==> src/dpdc_pkg.sv <==
/*
 package for the daisy-port discard counters: register offsets, field widths, reset values.
 assumes an axi4-lite master with 32-bit data; printed offsets are register indices.
*/
// Function
// - keep 8-bit read-only upper-port response discard counter at index 0x267
// - keep 8-bit read-only lower-port response discard counter at index 0x268
// - keep 8-bit read-only upper-port command discard counter at index 0x269
// - reading 0x267 snapshots all upper-port counters, then clears their running counts
// - reading lower command register snapshots all lower-port counters, then clears them
// - discards caused by frame integrity faults never advance any counter
// - keep lower-port command discard counter at 0x266; its read snapshots lower port
package dpdc_pkg;
   localparam int unsigned CNT_W = 8;
   localparam logic [CNT_W-1:0] CNT_RST = 8'h00;
   localparam logic [CNT_W-1:0] CNT_MAX = 8'hff;
   localparam int unsigned ADDR_W = 12;
   // printed offsets are not all multiples of four: they are indices
   localparam logic [9:0] IDX_LOWER_CMD = 10'h266;
   localparam logic [9:0] IDX_UPPER_RSP = 10'h267;
   localparam logic [9:0] IDX_LOWER_RSP = 10'h268;
   localparam logic [9:0] IDX_UPPER_CMD = 10'h269;
   localparam logic [9:0] IDX_IRQ_STATUS = 10'h270;
   localparam logic [9:0] IDX_IRQ_MASK = 10'h271;
   localparam int unsigned NUM_CNT = 4;
   localparam logic [NUM_CNT-1:0] IRQ_RST = 4'h0;
   localparam logic [1:0] RESP_OKAY = 2'h0;
   localparam logic [1:0] RESP_SLVERR = 2'h2;
   localparam logic [1:0] RESP_DECERR = 2'h3;
endpackage

==> src/dpdc_counter.sv <==
/*
 one saturating running discard counter with a snapshot register.
 assumes count and snap come from logic on the same clock.
*/
`timescale 1ns/1ns
module dpdc_counter (
   // clock and reset
   input wire logic aclk,
   input wire logic aresetn,
   // events
   input wire logic count,
   input wire logic snap,
   // state
   output logic [dpdc_pkg::CNT_W-1:0] snap_val,
   output logic saturated,
   output logic [dpdc_pkg::CNT_W-1:0] run_val
);
   logic [dpdc_pkg::CNT_W-1:0] run_r, run_nxt, snap_r, snap_nxt;

   always_comb begin
      run_nxt = run_r;
      snap_nxt = snap_r;
      if (snap) begin
         // snapshot then clear; an event in the same cycle starts the new interval
         snap_nxt = run_r;
         run_nxt = count ? 8'h01 : dpdc_pkg::CNT_RST;
      end else if (count && run_r != dpdc_pkg::CNT_MAX) begin
         run_nxt = run_r + 8'h01;
      end
   end

   always_ff @(posedge aclk) begin
      if (!aresetn) begin
         run_r <= dpdc_pkg::CNT_RST;
         snap_r <= dpdc_pkg::CNT_RST;
      end else begin
         run_r <= run_nxt;
         snap_r <= snap_nxt;
      end
   end

   assign snap_val = snap_r;
   assign saturated = (run_r == dpdc_pkg::CNT_MAX);
   assign run_val = run_r;
endmodule

==> src/dpdc_top.sv <==
/*
 discard statistics for the upper and lower daisy-chain ports behind an axi4-lite slave.
 assumes the frame decoders give one-cycle discard pulses with an integrity flag, on aclk.
*/
// The AXI4-Lite interface to the registers was decided locally.
`timescale 1ns/1ns
module dpdc_top (
   // clock and reset
   input wire logic aclk,
   input wire logic aresetn,
   // axi4-lite write address
   input wire logic [dpdc_pkg::ADDR_W-1:0] s_axi_awaddr,
   input wire logic s_axi_awvalid,
   output logic s_axi_awready,
   // axi4-lite write data
   input wire logic [31:0] s_axi_wdata,
   input wire logic [3:0] s_axi_wstrb,
   input wire logic s_axi_wvalid,
   output logic s_axi_wready,
   // axi4-lite write response
   output logic [1:0] s_axi_bresp,
   output logic s_axi_bvalid,
   input wire logic s_axi_bready,
   // axi4-lite read address
   input wire logic [dpdc_pkg::ADDR_W-1:0] s_axi_araddr,
   input wire logic s_axi_arvalid,
   output logic s_axi_arready,
   // axi4-lite read data
   output logic [31:0] s_axi_rdata,
   output logic [1:0] s_axi_rresp,
   output logic s_axi_rvalid,
   input wire logic s_axi_rready,
   // discard events: 0 upper rsp, 1 lower rsp, 2 upper cmd, 3 lower cmd
   input wire logic [3:0] frame_discard,
   input wire logic [3:0] frame_integrity_fault,
   // interrupt
   output logic irq
);
   localparam int unsigned N = dpdc_pkg::NUM_CNT;

   logic [N-1:0] count, snap, sat;
   logic [dpdc_pkg::CNT_W-1:0] snap_val [N];
   // running values; a trigger register answers with the count captured at its read
   logic [dpdc_pkg::CNT_W-1:0] run_val [N];
   logic snap_upper, snap_lower;
   logic [9:0] ar_idx, aw_idx;

   // write channel state
   logic aw_got_r, aw_got_nxt, w_got_r, w_got_nxt, bvalid_r, bvalid_nxt;
   logic [9:0] aw_idx_r, aw_idx_nxt;
   logic [31:0] wdata_r, wdata_nxt;
   logic [1:0] bresp_r, bresp_nxt;
   // read channel state
   logic rvalid_r, rvalid_nxt, arready_r, arready_nxt;
   logic [31:0] rdata_r, rdata_nxt;
   logic [1:0] rresp_r, rresp_nxt;
   // interrupt state
   logic [N-1:0] irq_stat_r, irq_stat_nxt, irq_mask_r, irq_mask_nxt;
   logic irq_r, irq_nxt;
   logic ar_take, aw_take, w_take, wr_do;

   assign count = frame_discard & ~frame_integrity_fault;

   assign ar_take = s_axi_arvalid && arready_r;
   assign ar_idx = s_axi_araddr[11:2];
   assign snap_upper = ar_take && ar_idx == dpdc_pkg::IDX_UPPER_RSP;
   assign snap_lower = ar_take && ar_idx == dpdc_pkg::IDX_LOWER_CMD;
   assign snap = {snap_lower, snap_upper, snap_lower, snap_upper};

   genvar g;
   generate
      for (g = 0; g < N; g++) begin : g_cnt
         dpdc_counter u_cnt (
            .aclk(aclk),
            .aresetn(aresetn),
            .count(count[g]),
            .snap(snap[g]),
            .snap_val(snap_val[g]),
            .saturated(sat[g]),
            .run_val(run_val[g])
         );
      end
   endgenerate

   assign aw_take = s_axi_awvalid && !aw_got_r && !bvalid_r;
   assign w_take = s_axi_wvalid && !w_got_r && !bvalid_r;
   assign aw_idx = aw_take ? s_axi_awaddr[11:2] : aw_idx_r;

   always_comb begin
      aw_got_nxt = aw_got_r | aw_take;
      w_got_nxt = w_got_r | w_take;
      aw_idx_nxt = aw_idx;
      wdata_nxt = w_take ? s_axi_wdata : wdata_r;
      bvalid_nxt = bvalid_r;
      bresp_nxt = bresp_r;
      wr_do = 1'b0;
      if (bvalid_r && s_axi_bready) begin
         bvalid_nxt = 1'b0;
      end
      if (aw_got_nxt && w_got_nxt && !bvalid_r) begin
         wr_do = 1'b1;
         aw_got_nxt = 1'b0;
         w_got_nxt = 1'b0;
         bvalid_nxt = 1'b1;
         case (aw_idx)
            dpdc_pkg::IDX_IRQ_STATUS, dpdc_pkg::IDX_IRQ_MASK: bresp_nxt = dpdc_pkg::RESP_OKAY;
            dpdc_pkg::IDX_LOWER_CMD, dpdc_pkg::IDX_UPPER_RSP,
            dpdc_pkg::IDX_LOWER_RSP, dpdc_pkg::IDX_UPPER_CMD: bresp_nxt = dpdc_pkg::RESP_SLVERR;
            default: bresp_nxt = dpdc_pkg::RESP_DECERR;
         endcase
      end
   end

   always_comb begin
      logic [31:0] wv;
      wv = w_take ? s_axi_wdata : wdata_r;
      irq_mask_nxt = irq_mask_r;
      // event set wins over a write-one-to-clear
      irq_stat_nxt = irq_stat_r;
      if (wr_do && aw_idx == dpdc_pkg::IDX_IRQ_STATUS) begin
         irq_stat_nxt = irq_stat_r & ~wv[N-1:0];
      end
      if (wr_do && aw_idx == dpdc_pkg::IDX_IRQ_MASK) begin
         irq_mask_nxt = wv[N-1:0];
      end
      irq_stat_nxt = irq_stat_nxt | (count & ~sat);
      irq_nxt = |(irq_stat_nxt & irq_mask_nxt);
   end

   always_comb begin
      rvalid_nxt = rvalid_r;
      arready_nxt = arready_r;
      rdata_nxt = rdata_r;
      rresp_nxt = rresp_r;
      if (rvalid_r && s_axi_rready) begin
         rvalid_nxt = 1'b0;
         arready_nxt = 1'b1;
      end
      if (ar_take) begin
         arready_nxt = 1'b0;
         rvalid_nxt = 1'b1;
         rresp_nxt = dpdc_pkg::RESP_OKAY;
         // a snapshot read returns the values just captured
         case (ar_idx)
            dpdc_pkg::IDX_UPPER_RSP: rdata_nxt = {24'h0, run_val[0]};
            dpdc_pkg::IDX_LOWER_RSP: rdata_nxt = {24'h0, snap_val[1]};
            dpdc_pkg::IDX_UPPER_CMD: rdata_nxt = {24'h0, snap_val[2]};
            dpdc_pkg::IDX_LOWER_CMD: rdata_nxt = {24'h0, run_val[3]};
            dpdc_pkg::IDX_IRQ_STATUS: rdata_nxt = {28'h0, irq_stat_r};
            dpdc_pkg::IDX_IRQ_MASK: rdata_nxt = {28'h0, irq_mask_r};
            default: begin
               rdata_nxt = 32'h0;
               rresp_nxt = dpdc_pkg::RESP_DECERR;
            end
         endcase
      end
   end

   always_ff @(posedge aclk) begin
      if (!aresetn) begin
         aw_got_r <= 1'b0;
         w_got_r <= 1'b0;
         aw_idx_r <= 10'h000;
         wdata_r <= 32'h0;
         bvalid_r <= 1'b0;
         bresp_r <= dpdc_pkg::RESP_OKAY;
         rvalid_r <= 1'b0;
         arready_r <= 1'b1;
         rdata_r <= 32'h0;
         rresp_r <= dpdc_pkg::RESP_OKAY;
         irq_stat_r <= dpdc_pkg::IRQ_RST;
         irq_mask_r <= dpdc_pkg::IRQ_RST;
         irq_r <= 1'b0;
      end else begin
         aw_got_r <= aw_got_nxt;
         w_got_r <= w_got_nxt;
         aw_idx_r <= aw_idx_nxt;
         wdata_r <= wdata_nxt;
         bvalid_r <= bvalid_nxt;
         bresp_r <= bresp_nxt;
         rvalid_r <= rvalid_nxt;
         arready_r <= arready_nxt;
         rdata_r <= rdata_nxt;
         rresp_r <= rresp_nxt;
         irq_stat_r <= irq_stat_nxt;
         irq_mask_r <= irq_mask_nxt;
         irq_r <= irq_nxt;
      end
   end

   // ready flags are registered; wready/awready track whether each half is held
   logic awready_r, wready_r;
   always_ff @(posedge aclk) begin
      if (!aresetn) begin
         awready_r <= 1'b1;
         wready_r <= 1'b1;
      end else begin
         awready_r <= !aw_got_nxt && !bvalid_nxt;
         wready_r <= !w_got_nxt && !bvalid_nxt;
      end
   end

   assign s_axi_awready = awready_r;
   assign s_axi_wready = wready_r;
   assign s_axi_bvalid = bvalid_r;
   assign s_axi_bresp = bresp_r;
   assign s_axi_arready = arready_r;
   assign s_axi_rvalid = rvalid_r;
   assign s_axi_rdata = rdata_r;
   assign s_axi_rresp = rresp_r;
   assign irq = irq_r;
endmodule

==> config.mk <==
export PLATFORM = sky130hd
export DESIGN_NAME = dpdc_top
export DESIGN_NICKNAME = d
export VERILOG_FILES = /design/src/dpdc_pkg.sv /design/src/dpdc_counter.sv /design/src/dpdc_top.sv
export SDC_FILE = /design/constraint.sdc
export NUM_CORES = 1
export LEC_CHECK = 0
export BUFFER_PORTS_ARGS = -buffer_cell sky130_fd_sc_hd__buf_2
export CAP_MARGIN = 30
export CELL_PAD_IN_SITES_DETAIL_PLACEMENT = 1
export CELL_PAD_IN_SITES_GLOBAL_PLACEMENT = 1
export CORE_UTILIZATION = 38
export DETAILED_ROUTE_END_ITERATION = 8
export PLACE_DENSITY_LB_ADDON = 0.15
export RECOVER_POWER = 50
export SETUP_SLACK_MARGIN = 0.3
export SLEW_MARGIN = 15
export SYNTH_ARGS = -nofsm -noshare
export SYNTH_HDL_FRONTEND = slang
export SYNTH_SLANG_ARGS = --single-unit
==> constraint.sdc <==
create_clock -name aclk -period 2.9 [get_ports aclk]
set_input_delay 0.725 -clock aclk [delete_from_list [all_inputs] [get_ports aclk]]
set_output_delay 0.725 -clock aclk [all_outputs]
set_load 0.005 [all_outputs]
==> results of run 1 <==
[synth_stat cells, drive strengths merged, types with 6 or more instances]
library cell	instances
o21ai	9
xor2	26
nor2b	7
nand3	10
nand2	69
a22oi	11
mux2	9
clkbuf	10
nand2b	6
mux2i	10
a21oi	38
nand4	10
nor2	56
dfxtp	89
buf	34
[worst max-delay path, stage by stage]
cell and delay (ns):
buf_2 0.09, nand4b_1 0.24, nor3_1 0.47, clkbuf_1 0.40
nand3_1 0.17, nand2_1 0.46, nor2_1 0.10
[sequential cells by signal, summed over array words and instances, names as in the netlist, 2 cells and up]
name	cells
g_cnt.u_cnt.run_val	32
g_cnt.u_cnt.snap_val	16
aw_idx_r	10
s_axi_rdata	8
irq_mask_r	4
irq_stat_r	4
wdata_r	4
s_axi_bresp	2
[power by group through the flow]
stage                     combinational [mW]  clock (mW)  sequential, mW
after floorplan                        0.178           0            1.32
after global routing                   0.288        1.06            1.30
after detailed placement               0.262           0            1.33
final                                  0.257       0.976            1.30
after CTS                              0.264        1.00            1.30
after global placement                 0.253           0            1.32
[final cells by class]
cell class              instances  area share, %
multi-input cells             364           46.1
flip-flops and latches         89           37.2
repair buffers                 75           8.16
well taps                     136           3.56
clock buffers                  10           2.88
clock inverters                 6           1.91
inverters                       2          0.157
[per-stage QoR]
step                util, %  setup WS (ns)
floorplan                 -          0.631
global placement       43.8          0.220
detailed placement     43.8          0.186
CTS                    45.9          0.569
global route           45.5          0.306
finish                 45.5          0.471
[metal layers]
metal / up-vias / part of all wire [%]
li1: 1768 / -
met1: 1716 / 49
met2: 76 / 47
met3: 14 / 3.1
met4: 0 / 1.6
met5: - / 0
[path summary, 6_finish.rpt]
path | to
hold / removal | aw_idx_r[7]
setup reg to reg | irq
setup / recovery | g_cnt[0].u_cnt.run_val[4]
hold reg to reg | aw_idx_r[7]
[cell families after synthesis]
family          after synthesis  share of synthesized area (%)
xor+xnor                     28                           5.85
simple gates                191                           22.6
compound gates               98                           16.3
mux                          19                           4.81
fa+ha+maj                     4                           1.19
other cells                   1                         0.0895
buf+inv                      46                           6.69
flops                        89                           42.5
==> impl_metrics.env, run 1 <==
export IMPL_peakVddDrop_uv=204
export IMPL_hold_viol=0
export IMPL_worst_pin_slew_ns=1.04
export IMPL_ant_nets=0
export IMPL_clk_pin_slew_ns=0.09
export IMPL_hpwl_microns=7900
export IMPL_cts_buffers=9
export IMPL_grt_pass1_vias=3518
export IMPL_grt_pass1_wl_microns=17300
export IMPL_final_cell_mix="dfxtp_1 (89), nand2_1 (68), nor2_1 (56), buf_2 (45), a21oi_1 (38)"
export IMPL_layout_cells_non_filler=682
export IMPL_cp_max_fo=14
export IMPL_grtUsageMet2_pct=31.7
export IMPL_synthToLayoutAreaGrowth_pct=14.1
export IMPL_worstHoldPathCells=2
export IMPL_layout_commonest_cell="dfxtp_1"
export IMPL_drc=0
export IMPL_hold_path_class="register to register"
export IMPL_synthArstFlopShare_pct=0
export IMPL_die_x_microns=107
export IMPL_ys_seq_elements=89
export IMPL_wirelength_microns=10600
export IMPL_clkPwrFrac_pct=38.6
export IMPL_cts_tree="done"
export IMPL_path_class="primary input to register"
export IMPL_clk_latency_ns=0.36
export IMPL_r2r_worst_path_cells=6
export IMPL_required_ns=3.13
export IMPL_dieArea_sq_um=11500
export IMPL_grt_use_met1_pct=25.4
export IMPL_die_h_microns=107
export IMPL_leakagePower_nw=1.91
export IMPL_grt_use_total_pct=19.2
export IMPL_diodes=0
export IMPL_min_from="aw_idx_r[7]"
export IMPL_cts_hold_buf=0
export IMPL_floorplan_initialDensity_pct=39.9
export IMPL_drt_first_pass_iters=4
export IMPL_use_met3_pct=2.92
export IMPL_grt_max_degree=33
export IMPL_rsz0062_at_grt="false"
export IMPL_dpl_cell_count=666
export IMPL_nFillCells=1270
export IMPL_switchingPower_uw=644
export IMPL_io_pin_count=117
export IMPL_synth_area_leaders="dfxtp_1 (43%), nand2_1 (6.1%), xor2_1 (5.4%), nor2_1 (5.0%), a21oi_1 (4.5%)"
export IMPL_p_comb_share_pct=10.2
export IMPL_ff2ff_setup_slack_ns=0.73
export IMPL_syn_area_per_cell_sq_um=8.81
export IMPL_yosysTopAreaCellShare_pct=42.5
export IMPL_skew_ns=0.0156
export IMPL_drive_above_1_share_pct=17.2
export IMPL_seqPwrFrac_pct=51.2
export IMPL_layout_nets=620
export IMPL_total_power_mw=2.53
export IMPL_synthCells=476
export IMPL_antenna_found_initial=0
export IMPL_regArea_sq_um=1780
export IMPL_yosys_most_used_dff="dfxtp_1"
export IMPL_postCtsSetupBuffers=0
export IMPL_pwr_density_cell_nw_per_um2=529
export IMPL_multi_input_area_sq_um=2210
export IMPL_yosysWarnings=0
export IMPL_fp_row_count=37
export IMPL_grt_busiest_layer="met2"
export IMPL_yosysUniqueCellTypes=55
export IMPL_ys_seq_area_share_pct=42.5
export IMPL_period_share_pct=83.7
export IMPL_synth_edf_count=0
export IMPL_max_slew_margin_pct=30.6
export IMPL_status="complete, no violations"
export IMPL_portBuffers=56
export IMPL_place_gp_congestion=0.765
export IMPL_drv_slew=0
export IMPL_cap_viol_max_count=0
export IMPL_reg2reg_from="s_axi_bvalid"
export IMPL_fin_area_sq_um=4780
export IMPL_crit_path_end_kind="register"
export IMPL_wire_per_inst_microns=15.6
export IMPL_yosys_area_top_type="dfxtp_1"
export IMPL_avgViaCountPerCell=5.24
export IMPL_crit_path_start_kind="primary input"
export IMPL_max_freq_mhz=412
export IMPL_cts_resized=0
export IMPL_htree_levels=3
export IMPL_hold_slack_ns=0.459
export IMPL_cts_buffer_depth=2
export IMPL_grt_overflow=0
export IMPL_fin_crit_ns=2.43
export IMPL_clock_root_buffer="clkbuf_8"
export IMPL_core_region_area_sq_um=10500
export IMPL_syn_area_sq_um=4190
export IMPL_power_internal_mw=1.88
export IMPL_route_vias_total=3574
export IMPL_cts_sinks=89
export IMPL_arrival_ns=2.66
export IMPL_netSwitchingFraction_pct=25.5
export IMPL_finalSetupViolCount=0
export IMPL_place_area_sq_um=4600
export IMPL_drt_iter0_markers=111
export IMPL_fin_tns_setup_ns=0
export IMPL_crit_start="s_axi_araddr[9]"
Power figures use the tool's default switching activity.
==> run 2, diff against run 1 <==
--- a/config.mk
+++ b/config.mk
@@ -9,7 +9,7 @@
 export CAP_MARGIN = 30
 export CELL_PAD_IN_SITES_DETAIL_PLACEMENT = 1
 export CELL_PAD_IN_SITES_GLOBAL_PLACEMENT = 1
-export CORE_UTILIZATION = 38
+export CORE_UTILIZATION = 35
 export DETAILED_ROUTE_END_ITERATION = 8
 export PLACE_DENSITY_LB_ADDON = 0.15
 export RECOVER_POWER = 50
==> constraint.sdc (replaced) <==
create_clock -name aclk -period 2 [get_ports aclk]
set_input_delay 0.5 -clock aclk [delete_from_list [all_inputs] [get_ports aclk]]
set_output_delay 0.5 -clock aclk [all_outputs]
set_load 0.005 [all_outputs]
==> impl_metrics.env, run 2 (same netlist as run 1, synthesis figures left out) <==
export IMPL_drc=8
export IMPL_grt_max_degree=25
export IMPL_wire_per_inst_microns=16.8
export IMPL_synthToLayoutAreaGrowth_pct=31.2
export IMPL_grt_use_total_pct=19.4
export IMPL_grt_overflow=0
export IMPL_crit_path_end_kind="register"
export IMPL_clk_latency_ns=0.35
export IMPL_fin_crit_ns=1.90
export IMPL_dpl_cell_count=700
export IMPL_leakagePower_nw=2.22
export IMPL_cp_slowest_cell="or4b_4"
export IMPL_wirelength_microns=12200
export IMPL_cts_tree="done"
export IMPL_status="finished, violations left"
export IMPL_clk_pin_slew_ns=0.07
export IMPL_path_class="register to register"
export IMPL_setup_ws_ns=0.0979
export IMPL_seqPwrFrac_pct=43.4
export IMPL_cp_slowest_stage_delay_ns=0.52
export IMPL_power_internal_mw=3.28
export IMPL_violations="DRC"
export IMPL_max_freq_mhz=526
export IMPL_max_slew_margin_pct=45.1
export IMPL_drt_first_pass_iters=6
export IMPL_worstPathCellList="nor4b_2 > nand2_1 > o21a_4 > or4b_4 > o221ai_1 > a41oi_1"
export IMPL_htree_levels=3
export IMPL_clock_root_buffer="clkbuf_16"
export IMPL_netSwitchingFraction_pct=24.4
export IMPL_crit_path_start_kind="register"
export IMPL_antenna_found_initial=0
export IMPL_io_pin_count=117
export IMPL_portBuffers=56
export IMPL_final_cell_mix="dfxtp_1 (85), nand2_1 (66), nor2_1 (54), buf_4 (45), buf_2 (42)"
export IMPL_critical_path_top_delay_family="simple AND/OR/NAND/NOR gates"
export IMPL_grt_pass1_vias=3811
export IMPL_place_area_sq_um=4920
export IMPL_drv_slew=0
export IMPL_drt_iter0_markers=172
export IMPL_skew_ns=0.00479
export IMPL_die_x_microns=111
export IMPL_cts_buffer_depth=2
export IMPL_fp_row_count=39
export IMPL_route_met3_wl_microns=352
export IMPL_hold_viol=0
export IMPL_peakVddDrop_uv=319
export IMPL_cts_buffers=9
export IMPL_fin_area_sq_um=5500
export IMPL_drive_above_1_share_pct=28.3
export IMPL_arrival_ns=2.10
export IMPL_route_vias_total=3758
export IMPL_period_share_pct=95.1
export IMPL_met2WireLength_microns=6010
export IMPL_p_comb_share_pct=11.1
export IMPL_dieArea_sq_um=12400
export IMPL_floorplan_initialDensity_pct=36.2
export IMPL_required_ns=2.20
export IMPL_largest_reg_flops=32
export IMPL_total_power_mw=4.34
export IMPL_clkPwrFrac_pct=45.5
export IMPL_cp_max_fo=5
export IMPL_avgViaCountPerCell=5.15
export IMPL_final_util_pct=47.5
export IMPL_pwr_density_cell_nw_per_um2=790
export IMPL_cp_num_buf_inv=0
export IMPL_diodes=0
export IMPL_die_h_microns=111
export IMPL_hpwl_microns=8320
export IMPL_cap_viol_max_count=0
export IMPL_finalSetupViolCount=0
export IMPL_layout_cells_non_filler=730
export IMPL_cts_sinks=89
export IMPL_cts_hold_buf=0
export IMPL_layout_nets=661
export IMPL_top_layer="met4"
export IMPL_wl_met1_microns=5760
export IMPL_rsz0062_at_grt="true"
export IMPL_ant_nets=0
export IMPL_worst_pin_slew_ns=0.823
export IMPL_grt_pass1_wl_microns=19200
export IMPL_switchingPower_mw=1.06
export IMPL_layout_commonest_cell="dfxtp_1"
export IMPL_core_region_area_sq_um=11600
export IMPL_pre_cts_slack_ns=-0.243
export IMPL_place_gp_congestion=0.781
export IMPL_hold_path_class="primary input to register"
-- run 2: repair_timing --
item / CTS / global route
resized for setup: 13 / 27
setup buffers: 1 / 8
setup endpoints to repair: 13 / 19
cloned: 0 / 5
pin swaps: 1 / 21
-- run 2: path summary, 6_finish.rpt --
check / start / to / slack [ns] / cells after the start
worst min register to register: aw_idx_r[9] / aw_idx_r[9] / 0.46 / 2
worst max register to register: aw_idx_r[3] / irq / 0.1 / 6
worst max-delay path: aw_idx_r[3] / irq / 0.1 / 6
worst min-delay path: s_axi_awaddr[11] / aw_idx_r[9] / 0.42 / 3
-- run 2: final cells by class --
cell class                 count  area (sq um)
clock inverter                 7           119
fill                        1375          6070
sequential                    89          1790
multi-input combinational    368          2470
tap                          143           179
clock buffer                   9           225
timing repair buffer         112           704
inverter                       2          7.51
-- run 2: worst min-delay path: stages --
cell and delay [ns]:
buf_2 0.12, nand2_1 0.06, a21oi_1 0.05
-- run 2: power groups by stage --
stage	Sequential, mW	Clock [mW]	Combinational, mW
floorplan	1.91	0	0.274
global placement	1.92	0	0.433
detailed placement	1.92	0	0.449
CTS	1.88	2.00	0.468
global route	1.89	2.08	0.532
finish	1.88	1.98	0.480
-- run 2: metrics by stage --
stage / TNS, ns / hold slack (ns)
after floorplan: 0 / 0.433
after global placement: -0.484 / 0.445
after detailed placement: -1.51 / 0.455
after CTS: 0 / 0.417
after global routing: 0 / 0.429
final: 0 / 0.424
-- run 2: layer usage --
layer / up-vias / global-route usage (%)
met5: - / 0
met4: 0 / 5.68
met3: 9 / 3.54
met2: 73 / 33.0
met1: 1811 / 24.9
li1: 1865 / -
==> run 3, diff against run 2 <==
--- a/config.mk
+++ b/config.mk
@@ -12,7 +12,6 @@
 export CORE_UTILIZATION = 35
 export DETAILED_ROUTE_END_ITERATION = 8
 export PLACE_DENSITY_LB_ADDON = 0.15
-export RECOVER_POWER = 50
 export SETUP_SLACK_MARGIN = 0.3
 export SLEW_MARGIN = 15
 export SYNTH_ARGS = -nofsm -noshare
==> impl_metrics.env, run 3 (same netlist as run 1, synthesis figures left out) <==
export IMPL_antenna_found_initial=0
export IMPL_crit_path_end_kind="register"
export IMPL_place_area_sq_um=4920
export IMPL_synthToLayoutAreaGrowth_pct=32.4
export IMPL_required_ns=2.21
export IMPL_final_util_pct=48.0
export IMPL_layout_commonest_cell="dfxtp_1"
export IMPL_use_met3_pct=3.54
export IMPL_grt_use_met1_pct=24.9
export IMPL_grt_use_total_pct=19.4
export IMPL_cts_buffer_depth=2
export IMPL_skew_ns=0.00622
export IMPL_wire_per_inst_microns=16.7
export IMPL_cap_viol_max_count=0
export IMPL_critical_path_top_delay_family="simple AND/OR/NAND/NOR gates"
export IMPL_drc=8
export IMPL_period_share_pct=94.3
export IMPL_wirelength_microns=12200
export IMPL_clk_latency_ns=0.34
export IMPL_cts_sinks=89
export IMPL_hold_viol=0
export IMPL_status="finished, violations left"
export IMPL_grt_pass1_vias=3811
export IMPL_layout_nets=661
export IMPL_drt_iter0_markers=170
export IMPL_floorplan_initialDensity_pct=36.2
export IMPL_place_gp_congestion=0.781
export IMPL_crit_path_start_kind="register"
export IMPL_pre_cts_slack_ns=-0.243
export IMPL_clk_pin_slew_ns=0.07
export IMPL_fin_area_sq_um=5550
export IMPL_hpwl_microns=8320
export IMPL_cts_buffers=9
export IMPL_core_region_area_sq_um=11600
export IMPL_nFillCells=1363
export IMPL_peakVddDrop_uv=318
export IMPL_avgViaCountPerCell=5.13
export IMPL_hold_path_class="primary input to register"
export IMPL_clock_root_buffer="clkbuf_16"
export IMPL_io_pin_count=117
export IMPL_finalSetupViolCount=0
export IMPL_violations="DRC"
export IMPL_drv_slew=0
export IMPL_die_h_microns=111
export IMPL_cp_slowest_stage_delay_ns=0.52
export IMPL_worst_pin_slew_ns=0.583
export IMPL_rsz0062_at_grt="true"
export IMPL_drive_above_1_share_pct=31.3
export IMPL_path_class="register to register"
export IMPL_route_vias_total=3742
export IMPL_grtUsageMet2_pct=33.0
export IMPL_multi_input_area_sq_um=2490
export IMPL_regArea_sq_um=1790
export IMPL_cp_slowest_cell="or4b_4"
export IMPL_portBuffers=56
export IMPL_die_x_microns=111
export IMPL_cts_tree="done"
export IMPL_max_freq_mhz=530
export IMPL_grt_max_degree=25
export IMPL_fin_crit_ns=1.89
export IMPL_dieArea_sq_um=12400
export IMPL_diodes=0
export IMPL_ant_nets=0
export IMPL_max_slew_margin_pct=61.1
export IMPL_grt_busiest_layer="met2"
export IMPL_fp_row_count=39
export IMPL_cp_max_fo=5
export IMPL_setup_ws_ns=0.115
export IMPL_grt_pass1_wl_microns=19200
export IMPL_worstPathCellList="nor4b_2 > nand2_1 > o21a_4 > or4b_4 > o221ai_1 > a41oi_1"
export IMPL_leakagePower_nw=2.28
export IMPL_arrival_ns=2.10
export IMPL_pwr_density_cell_nw_per_um2=784
export IMPL_largest_reg_flops=32
export IMPL_final_cell_mix="dfxtp_1 (85), nand2_1 (66), buf_2 (54), nor2_1 (53), buf_4 (48)"
export IMPL_htree_levels=3
export IMPL_grt_overflow=0
export IMPL_cp_num_buf_inv=0
export IMPL_drt_first_pass_iters=6
-- run 3: cell count changes in the layout (fill, tap and decap cells not counted), sizes merged --
cell,before,now
buf,94,110
clkbuf,26,10
-- run 3: path summary, 6_finish.rpt --
check                   start     endpoint  slack [ns]  cells past startpoint
min reg2reg       aw_idx_r[9]  aw_idx_r[9]        0.46                      2
max               aw_idx_r[3]          irq        0.11                      6
min          s_axi_awaddr[11]  aw_idx_r[9]        0.43                      3
max reg2reg       aw_idx_r[3]          irq        0.11                      6
-- run 3: repair_timing --
action                                  CTS  global route
endpoints found under the setup margin   13            19
buffers inserted                          1             8
hold buffers                              0             0
gates resized for setup                  13            27
pin swaps                                 1            21
gates cloned                              0             5
-- run 3: worst min-delay path, stage by stage --
cell and delay [ns]:
buf_2 0.12, nand2_1 0.06, a21oi_1 0.05
-- run 3: power breakdown --
part,switching (mW),internal (mW)
combinational,0.260,0.236
sequential,0.0492,1.83
clock,0.749,1.22
-- run 3: final cells by class --
cell class | count | area share [%]
sequential | 89 | 32.2
multi-input combinational | 368 | 44.8
timing repair buffer | 112 | 13.4
clock inverter | 7 | 2.14
tap | 143 | 3.22
inverter | 2 | 0.135
clock buffer | 9 | 4.06
-- run 3: through the flow --
| stage | setup TNS, ns | cells | power, mW | hold WS [ns] |
|---|---|---|---|---|
| 4_1_cts | 0 | 717 | 4.35 | 0.417 |
| 3_3_place_gp | -0.484 | 700 | 2.35 | 0.445 |
| 5_1_grt | 0 | 730 | 4.52 | 0.429 |
| 6_report | 0 | 730 | 4.35 | 0.428 |
| 3_5_place_dp | -1.51 | 700 | 2.37 | 0.455 |
| 2_1_floorplan | 0 | 499 | 2.19 | 0.433 |
-- run 3: layer usage --
layer	vias to the layer above	share of wire, %
met5	-	0
met4	0	0.65
met3	8	2.8
met2	74	49
met1	1792	47
li1	1868	-
